**src/hw/pin_select_pkg.sv**
```systemverilog
`default_nettype none

package pin_select_pkg;

	// ----------------------------------------------------------------
	// Bus and map
	// ----------------------------------------------------------------
	localparam int ADDR_W = 12;
	localparam int NUM_GROUPS = 5;
	localparam logic [ADDR_W-1:0] ADDR_COMPAT = 12'h00C;
	localparam logic [ADDR_W-1:0] ADDR_GROUP_6 = 12'h018;
	localparam logic [ADDR_W-1:0] ADDR_GROUP_7 = 12'h01C;
	localparam logic [ADDR_W-1:0] ADDR_GROUP_8 = 12'h020;
	localparam logic [ADDR_W-1:0] ADDR_GROUP_9 = 12'h024;
	localparam logic [ADDR_W-1:0] ADDR_GROUP_A = 12'h028;

	// Slot codes returned by the address decoder
	localparam logic [2:0] SLOT_COMPAT = 3'h5;
	localparam logic [2:0] SLOT_NONE = 3'h7;

	// ----------------------------------------------------------------
	// Field layout and reset values
	// ----------------------------------------------------------------
	localparam int SEL_W = 3;
	localparam logic [SEL_W-1:0] SEL_DEFAULT = 3'h0;
	localparam logic [31:0] GROUP_RESET = 32'h0000_0000;
	localparam logic [15:0] COMPAT_RESET = 16'h0000;
	localparam logic [15:0] UNLOCK_KEY = 16'hEAEF;
	localparam int KEY_W = 16;

	// Writable field bits per group, index 0 is group 6
	localparam logic [NUM_GROUPS-1:0][31:0] GROUP_MASK = {
		32'h071C_7FFF,
		32'h3FE0_703F,
		32'h3800_7FFF,
		32'h001F_FFFF,
		32'h3FFF_FFFF
	};
	localparam int GROUP_A_IDX = 4;
	localparam logic [31:0] CARD_MASK = 32'h071C_0000;

	// Synchroniser depth for the strap input
	localparam int SYNC_DEPTH = 3;
	localparam logic [1:0] STRAP_WAIT_CYCLES = 2'h3;

	typedef enum logic {STRAP_WAIT, STRAP_HELD} strap_state_e;

	// ----------------------------------------------------------------
	// Carriers
	// ----------------------------------------------------------------
	typedef struct packed {
		logic psel;
		logic penable;
		logic pwrite;
		logic [ADDR_W-1:0] paddr;
		logic [31:0] pwdata;
	} apb_req_s;

	typedef struct packed {
		logic [31:0] prdata;
		logic pready;
		logic pslverr;
	} apb_rsp_s;

	typedef struct packed {
		logic [1:0] rsvd_hi;
		logic [2:0] sel_general_pin_4;
		logic [2:0] sel_general_pin_6;
		logic [2:0] sel_general_pin_7;
		logic [2:0] sel_general_pin_11;
		logic [2:0] sel_general_pin_12;
		logic [2:0] sel_general_pin_13;
		logic [2:0] sel_general_pin_14;
		logic [2:0] sel_general_pin_15;
		logic [2:0] sel_serial3_receive;
		logic [2:0] sel_serial3_transmit;
	} group6_s;

	typedef struct packed {
		logic [10:0] rsvd_hi;
		logic [2:0] sel_processor_io_2;
		logic [2:0] sel_processor_io_4;
		logic [2:0] sel_processor_io_5;
		logic [2:0] sel_general_pin_0;
		logic [2:0] sel_general_pin_1;
		logic [2:0] sel_general_pin_2;
		logic [2:0] sel_general_pin_3;
	} group7_s;

	typedef struct packed {
		logic [1:0] rsvd_hi;
		logic [2:0] sel_boot_mode_pin;
		logic [11:0] rsvd_mid;
		logic [2:0] sel_microwire_cs3;
		logic [2:0] sel_microwire_cs0;
		logic [2:0] sel_microwire_clock;
		logic [2:0] sel_microwire_data_out;
		logic [2:0] sel_microwire_data_in;
	} group8_s;

	typedef struct packed {
		logic [1:0] rsvd_hi;
		logic [2:0] sel_serial3_clock_request;
		logic [2:0] sel_mserial1_data_out;
		logic [2:0] sel_serial1_transmit;
		logic [5:0] rsvd_mid;
		logic [2:0] sel_serial1_request_to_send;
		logic [5:0] rsvd_lo;
		logic [2:0] sel_buffered3_tx_clock;
		logic [2:0] sel_host_reset_out;
	} group9_s;

	typedef struct packed {
		logic [4:0] rsvd_hi;
		logic [2:0] sel_card_data_1;
		logic [2:0] rsvd_a;
		logic [2:0] sel_card_data_2;
		logic [2:0] rsvd_b;
		logic [2:0] sel_slow_clock_out;
		logic [2:0] sel_mserial1_data_in;
		logic [2:0] sel_mserial1_clock;
		logic [2:0] sel_mserial1_sync;
		logic [2:0] sel_serial_bit_clock;
	} groupa_s;

endpackage : pin_select_pkg

`default_nettype wire

```
**src/hw/strap_sync.sv**
```systemverilog
`default_nettype none

module strap_sync
	import pin_select_pkg::*;
(
	// Clock and reset
	input wire logic clock,
	input wire logic arst_n,
	// Pin side
	input wire logic pin_in,
	// Synchronised view
	output logic level,
	output logic settled
);

	typedef struct packed {
		logic [SYNC_DEPTH-1:0] chain;
	} sync_s;

	sync_s cur_r;
	sync_s cur_nxt;

	always_comb
	begin
		cur_nxt = cur_r;
		cur_nxt.chain = {cur_r.chain[SYNC_DEPTH-2:0], pin_in};
	end

	always_ff @(posedge clock or negedge arst_n)
	begin
		if (!arst_n)
			cur_r <= '0;
		else
			cur_r <= cur_nxt;
	end

	// Only the second and third stages are looked at
	assign level = cur_r.chain[2];
	assign settled = (cur_r.chain[1] == cur_r.chain[2]);

endmodule : strap_sync

`default_nettype wire

```
**src/hw/pin_function_select_bank.sv**
```systemverilog
// Operation
// - Each selection field is RW, resets to 0 and, except the card data fields, is forced to 000 in compat.
// - Each field picks one I/O's function; code 000 is the default function.
// - Card data fields are forced only if static-valid was high at reset.
// - Group 6: general pins at 29-27 down to 8-6, serial 3 rx 5-3, tx 2-0.
// - Group 7: 31-21 reserved, processor I/O at 20-12, general 0-3 at 11-0.
// - Group 8: boot pin at 29-27, 26-15 reserved, microwire fields at 14-0.
// - Group 9: fields at 29-21, 14-12, 5-0; 20-15 and 11-6 reserved.
// - Group A: fields at 26-24, 20-18, 14-0; 31-27, 23-21, 17-15 reserved.
// - Compat mode ends only when the 16-bit unlock key is written.
//
// The implementer's own choices: the APB slave port and the placing of the registers.
`default_nettype none

module pin_function_select_bank
	import pin_select_pkg::*;
(
	// Clock and reset
	input wire logic clock,
	input wire logic arst_n,
	// Register bus
	input wire apb_req_s apb_req,
	output apb_rsp_s apb_rsp,
	// Strap pin
	input wire logic static_valid,
	// Pin mux selections
	output group6_s mux_group_6,
	output group7_s mux_group_7,
	output group8_s mux_group_8,
	output group9_s mux_group_9,
	output groupa_s mux_group_a,
	// Status
	output logic compat_active,
	output logic strap_latched
);

	// ----------------------------------------------------------------
	// State
	// ----------------------------------------------------------------
	typedef struct packed {
		logic [NUM_GROUPS-1:0][31:0] stored;
		logic [KEY_W-1:0] compat_key;
		logic [NUM_GROUPS-1:0][31:0] sel_out;
		logic [31:0] rdata;
		logic slverr;
		strap_state_e strap;
		logic [1:0] wait_cnt;
		logic strap_high;
		logic compat;
	} state_s;

	state_s cur_r;
	state_s cur_nxt;

	logic sv_level;
	logic sv_settled;
	logic [2:0] slot;
	logic setup_phase;
	logic access_phase;
	logic force_sel;
	logic [31:0] force_mask;

	// ----------------------------------------------------------------
	// Address decode
	// ----------------------------------------------------------------
	function automatic logic [2:0] decode_slot(logic [ADDR_W-1:0] addr);
		logic [2:0] s;
		case (addr)
			ADDR_GROUP_6: s = 3'h0;
			ADDR_GROUP_7: s = 3'h1;
			ADDR_GROUP_8: s = 3'h2;
			ADDR_GROUP_9: s = 3'h3;
			ADDR_GROUP_A: s = 3'h4;
			ADDR_COMPAT: s = SLOT_COMPAT;
			default: s = SLOT_NONE;
		endcase
		return s;
	endfunction : decode_slot

	strap_sync u_strap_sync (
		.clock(clock),
		.arst_n(arst_n),
		.pin_in(static_valid),
		.level(sv_level),
		.settled(sv_settled)
	);

	assign setup_phase = apb_req.psel && !apb_req.penable;
	assign access_phase = apb_req.psel && apb_req.penable;
	assign slot = decode_slot(apb_req.paddr);

	// Forcing holds until the strap is known and while compat mode lasts
	assign force_sel = cur_r.compat || (cur_r.strap == STRAP_WAIT);

	// ----------------------------------------------------------------
	// Next state
	// ----------------------------------------------------------------
	always_comb
	begin
		cur_nxt = cur_r;
		// Read data and error are prepared in the setup phase
		if (setup_phase)
		begin
			cur_nxt.slverr = (slot == SLOT_NONE);
			if (slot == SLOT_COMPAT)
				cur_nxt.rdata = {16'h0000, cur_r.compat_key};
			else if (slot < SLOT_COMPAT)
				cur_nxt.rdata = cur_r.stored[slot] & GROUP_MASK[slot];
			else
				cur_nxt.rdata = 32'h0000_0000;
		end
		// Writes land at the access edge; reserved bits are dropped
		if (access_phase && apb_req.pwrite)
		begin
			if (slot == SLOT_COMPAT)
				cur_nxt.compat_key = apb_req.pwdata[KEY_W-1:0];
			else if (slot < SLOT_COMPAT)
				cur_nxt.stored[slot] = apb_req.pwdata & GROUP_MASK[slot];
		end
		cur_nxt.compat = (cur_nxt.compat_key != UNLOCK_KEY);

		// Strap capture once the synchroniser has filled
		case (cur_r.strap)
			STRAP_WAIT:
			begin
				if (cur_r.wait_cnt != STRAP_WAIT_CYCLES)
					cur_nxt.wait_cnt = cur_r.wait_cnt + 2'h1;
				else if (sv_settled)
				begin
					cur_nxt.strap_high = sv_level;
					cur_nxt.strap = STRAP_HELD;
				end
			end
			STRAP_HELD:
				cur_nxt.strap = STRAP_HELD;
			default:
				cur_nxt.strap = STRAP_WAIT;
		endcase
	end

	// ----------------------------------------------------------------
	// Selections driven to the pin mux
	// ----------------------------------------------------------------
	always_comb
	begin
		force_mask = GROUP_MASK[GROUP_A_IDX];
		if (cur_r.strap == STRAP_HELD && !cur_r.strap_high)
			force_mask = GROUP_MASK[GROUP_A_IDX] & ~CARD_MASK;
	end

	state_s mux_nxt;

	always_comb
	begin
		mux_nxt = cur_nxt;
		for (int g = 0; g < NUM_GROUPS; g++)
		begin
			if (!force_sel)
				mux_nxt.sel_out[g] = cur_r.stored[g] & GROUP_MASK[g];
			else if (g == GROUP_A_IDX)
				mux_nxt.sel_out[g] = cur_r.stored[g] & GROUP_MASK[g] & ~force_mask;
			else
				mux_nxt.sel_out[g] = GROUP_RESET;
		end
	end

	always_ff @(posedge clock or negedge arst_n)
	begin
		if (!arst_n)
		begin
			cur_r.stored <= '0;
			cur_r.compat_key <= COMPAT_RESET;
			cur_r.sel_out <= '0;
			cur_r.rdata <= 32'h0000_0000;
			cur_r.slverr <= 1'b0;
			cur_r.strap <= STRAP_WAIT;
			cur_r.wait_cnt <= 2'h0;
			cur_r.strap_high <= 1'b0;
			cur_r.compat <= 1'b1;
		end
		else
			cur_r <= mux_nxt;
	end

	// ----------------------------------------------------------------
	// Outputs
	// ----------------------------------------------------------------
	assign apb_rsp.prdata = cur_r.rdata;
	assign apb_rsp.pready = 1'b1;
	assign apb_rsp.pslverr = access_phase && cur_r.slverr;
	assign mux_group_6 = group6_s'(cur_r.sel_out[0]);
	assign mux_group_7 = group7_s'(cur_r.sel_out[1]);
	assign mux_group_8 = group8_s'(cur_r.sel_out[2]);
	assign mux_group_9 = group9_s'(cur_r.sel_out[3]);
	assign mux_group_a = groupa_s'(cur_r.sel_out[GROUP_A_IDX]);
	assign compat_active = cur_r.compat;
	assign strap_latched = cur_r.strap_high;

endmodule : pin_function_select_bank

`default_nettype wire

```
**config.mk**
```make
export PLATFORM = sky130hd
export DESIGN_NAME = pin_function_select_bank
export DESIGN_NICKNAME = d
export VERILOG_FILES = /design/src/hw/pin_select_pkg.sv /design/src/hw/strap_sync.sv /design/src/hw/pin_function_select_bank.sv
export SDC_FILE = /design/constraint.sdc
export NUM_CORES = 1
export LEC_CHECK = 0
export BUFFER_PORTS_ARGS = -buffer_cell sky130_fd_sc_hd__buf_2
export CORE_MARGIN = 5
export CORE_UTILIZATION = 50
export DETAILED_ROUTE_END_ITERATION = 16
export PLACE_DENSITY_LB_ADDON = 0.05
export SLEW_MARGIN = 25
export SYNTH_ARGS = -nofsm -noshare
export SYNTH_HDL_FRONTEND = slang
export SYNTH_HIERARCHICAL = 1
export SYNTH_SLANG_ARGS = --single-unit
```
**constraint.sdc**
```tcl
create_clock -name clock -period 2 [get_ports clock]
set_clock_uncertainty 0.2 [all_clocks]
set_input_delay 0.1 -clock clock [delete_from_list [all_inputs] [get_ports clock]]
set_output_delay 0.1 -clock clock [all_outputs]
set_load 0.02 [all_outputs]
```
==> out/metrics.yaml <==
routing:
  dr_total_vias: 8668
  drt_wl_total_um: 34200
  drt_iter0_drc: 485
  post_drt_wl_per_cell_um: 20.4
  drc: 0
  ant_nets: 0
  vias_per_cell: 5.16
  firstDrtPassIters: 5
clock_tree:
  insertion_delay_ps: 560
  htreeDepth: 1
  clkTransAtPathRegs_ps: 60
  cts.sinks: 292
  cts_made_buffers: 31
  clockRootBuffer: "clkbuf_16"
  tritoncts: "yes"
  clock_path_buffers: 3
floorplanning:
  ioPinCount: 246
  initial_core_util: 0.503
  die_w_um: 171
  fp.dieArea_um2: 29200
  num_rows: 59
  die_h_um: 171
  core_um2: 25800
run:
  drv_cap: 0
yosys:
  synth_ff_type: "dfrtp_1"
  synth_edf_count: 0
  synth_area_um2: 12900
  syn_avg_cell_area_um2: 11.2
  syn_inst: 1156
  synth_top_area_share: 0.562
  synth_most_common_cell: "dfrtp_1"
  synth_area_leaders: "dfrtp_1 (56%), buf_4 (11%), and2_1 (5.4%)"
  synth-seq-cells: 292
  yosysSeqAreaShare: 0.564
  yosysWarningCount: 6
  synthArstFlopShare: 1.00
  yosysTopAreaCell: "dfrtp_1"
  yosysUniqueCellTypes: 54
  synthTopCellsByCount: "dfrtp_1 (291), buf_4 (193), nand2_1 (133)"
sta:
  fmax_mhz: 422
  relSlewSlack: 0.437
  finalCritPeriodShare: 1.18
  finalHoldViolations: 0
  period_needed_ps: 2370
  rsz0062_at_grt: "true"
  slew_violations: 0
  setup_ws_ps: -370
  tightest_slew_ps: 841
  setup-violations-final: 168
layout:
  n_antenna_cell: 0
  syn_to_final_growth_pct: 23.2
  fin_cells: 1679
  layout.nets: 1375
  final_util: 0.619
  nFillCells: 2130
  drive_above_1_share: 0.358
placed_design:
  dp_hpwl_um: 22500
  post-place-cells: 1566
  gp_congestion: 0.912
  io_buffer_count: 188
setup_path:
  rr_worst_depth: 3
  slowest_stage: "or4_4"
  cp.buffers_inverters: 4
  worstSetupPathType: "input pin to flop"
  endpoint_kind: "flop"
  arrival_ps: 2600
  cp.required_ps: 2230
  path_depth: 12
  path_cells: "buf_2 -> nand2b_1 -> o22ai_1 -> and4_4 -> inv_4 -> ha_4 -> or4_4 -> a211oi_4 -> buf_4 -> nand3_4 -> buf_12 -> mux2_4"
  critPathLaunchType: "input pin"
  cpLargestDelayFamily: "simple AND/OR/NAND/NOR gates"
  slowest_delay_ps: 440
  crit_fanout: 11
hold_path:
  hold_path_class: "input pin to flop"
  min_path_cells: 5
status:
  status: "finished with violations"
  violations: "setup timing"
global_routing:
  antenna_found_initial: 1
  grt_max_degree: 67
  gr-total-overflow: 0
  grt_pass1_vias: 8811
  track_usage: 0.228
  grt_pass1_wl_um: 51700
power:
  power_density_nw_per_um2: 798
  p_leak_uw: 0.00813
  max-vdd-ir-drop_mv: 0.488
## per-layer routing
metal  global-route usage  vias up  share of wire
met5                    0        -              0
met4               0.0548        0          0.020
met3               0.0395       50          0.062
met2                0.359      252           0.47
met1                0.333     4329           0.45
li1                     -     4037              -
## registers in the layout (all words and copies together) (netlist names)
signal,flops
mux_group_7,21
mux_group_a,21
strap_latched,1
apb_rsp,30
compat_active,1
u_strap_sync/cur_r,3
mux_group_8,18
mux_group_6,30
mux_group_9,18
cur_r,149
## stage by stage
step                hold slack [ps]  worst slack (ps)  setup TNS (ps)  area (µm²)  total power (µW)
floorplan                      -396             -1060         -122760       13300              6310
global placement               -141              -975         -141060       13800              6550
detailed placement             -140              -969         -142780       13800              6550
CTS                            11.6              -334          -30620       15600             12800
global route                   33.9              -427          -46370       15900             13200
finish                         27.5              -370          -35330       15900             12700
## cell families after synthesis
kind of cell             synth area share
AND/OR/NAND/NOR                     0.133
flip-flops                          0.564
buffers and inverters               0.130
AO/OA/AOI/OAI                      0.0955
multiplexers                       0.0702
adder cells (fa/ha/maj)           0.00483
other                            0.000580
XOR/XNOR                          0.00135
## repair_timing
| action | in CTS | in global routing |
|---|---|---|
| hold buffers | 37 | 0 |
| hold endpoints to repair | 449 | 0 |
| resized for setup | 69 | 61 |
| buffers inserted | 8 | 9 |
| gates cloned | 2 | 2 |
| pin swaps | 5 | 10 |
| endpoints found under the setup margin | 168 | 238 |
## cell usage in the layout, fill, tap and decap left out, types with 11 or more instances in the layout
master / netlist / final
clkbuf_8: 0 / 11
conb_1: 2 / 55
buf_4: 193 / 64
dfrtp_1: 291 / 291
nand2_1: 133 / 122
buf_6: 0 / 15
o31ai_1: 14 / 12
mux2_4: 0 / 17
buf_12: 0 / 20
nor2_1: 13 / 12
a21oi_1: 16 / 15
and3_4: 0 / 11
a22oi_1: 18 / 15
o21ai_0: 62 / 32
o21ai_1: 26 / 51
buf_2: 11 / 185
clkbuf_16: 0 / 32
dlygate4sd3_1: 0 / 37
mux2_2: 50 / 48
and3_1: 21 / 11
mux2i_1: 12 / 12
a221oi_1: 28 / 19
and2_1: 111 / 110
## power by group
group          switching (µW)  internal, µW
Sequential               11.0          5920
Combinational             400           186
Clock                    2320          3890
Total                    2730         10000
## layout make-up
class                   instances  area (µm²)  area share
multi-input cells             666        4620       0.290
inverters                       2        10.0    0.000628
clock buffers                  49         953      0.0598
repair buffers                327        2460       0.154
clock inverters                 8         174      0.0109
well taps                     335         419      0.0263
flip-flops and latches        292        7310       0.458
## worst paths after layout
path	start	end	slack (ps)
hold reg to reg	u_strap_sync/cur_r[0]$_DFF_PN0_	u_strap_sync/cur_r[1]$_DFF_PN0_	150
hold / removal	apb_req[34]	cur_r[324]$_DFFE_PN0P_	30
max in group asynchronous	arst_n	cur_r[234]$_DFFE_PN0P_	490
min in group asynchronous	arst_n	mux_group_9[4]$_DFF_PN0_	390
setup / recovery	apb_req[36]	cur_r[262]$_DFFE_PN0P_	-370
setup reg to reg	cur_r[210]$_DFF_PN0_	compat_active$_DFF_PN1_	140
## worst min-delay path: cells and delay by family
| family | cells | cell delay, ps |
|---|---|---|
| multiplexers | 1 | 120 |
| AND/OR/NAND/NOR | 1 | 110 |
| buffers and inverters | 3 | 420 |
(Power assumes the default switching activity.)
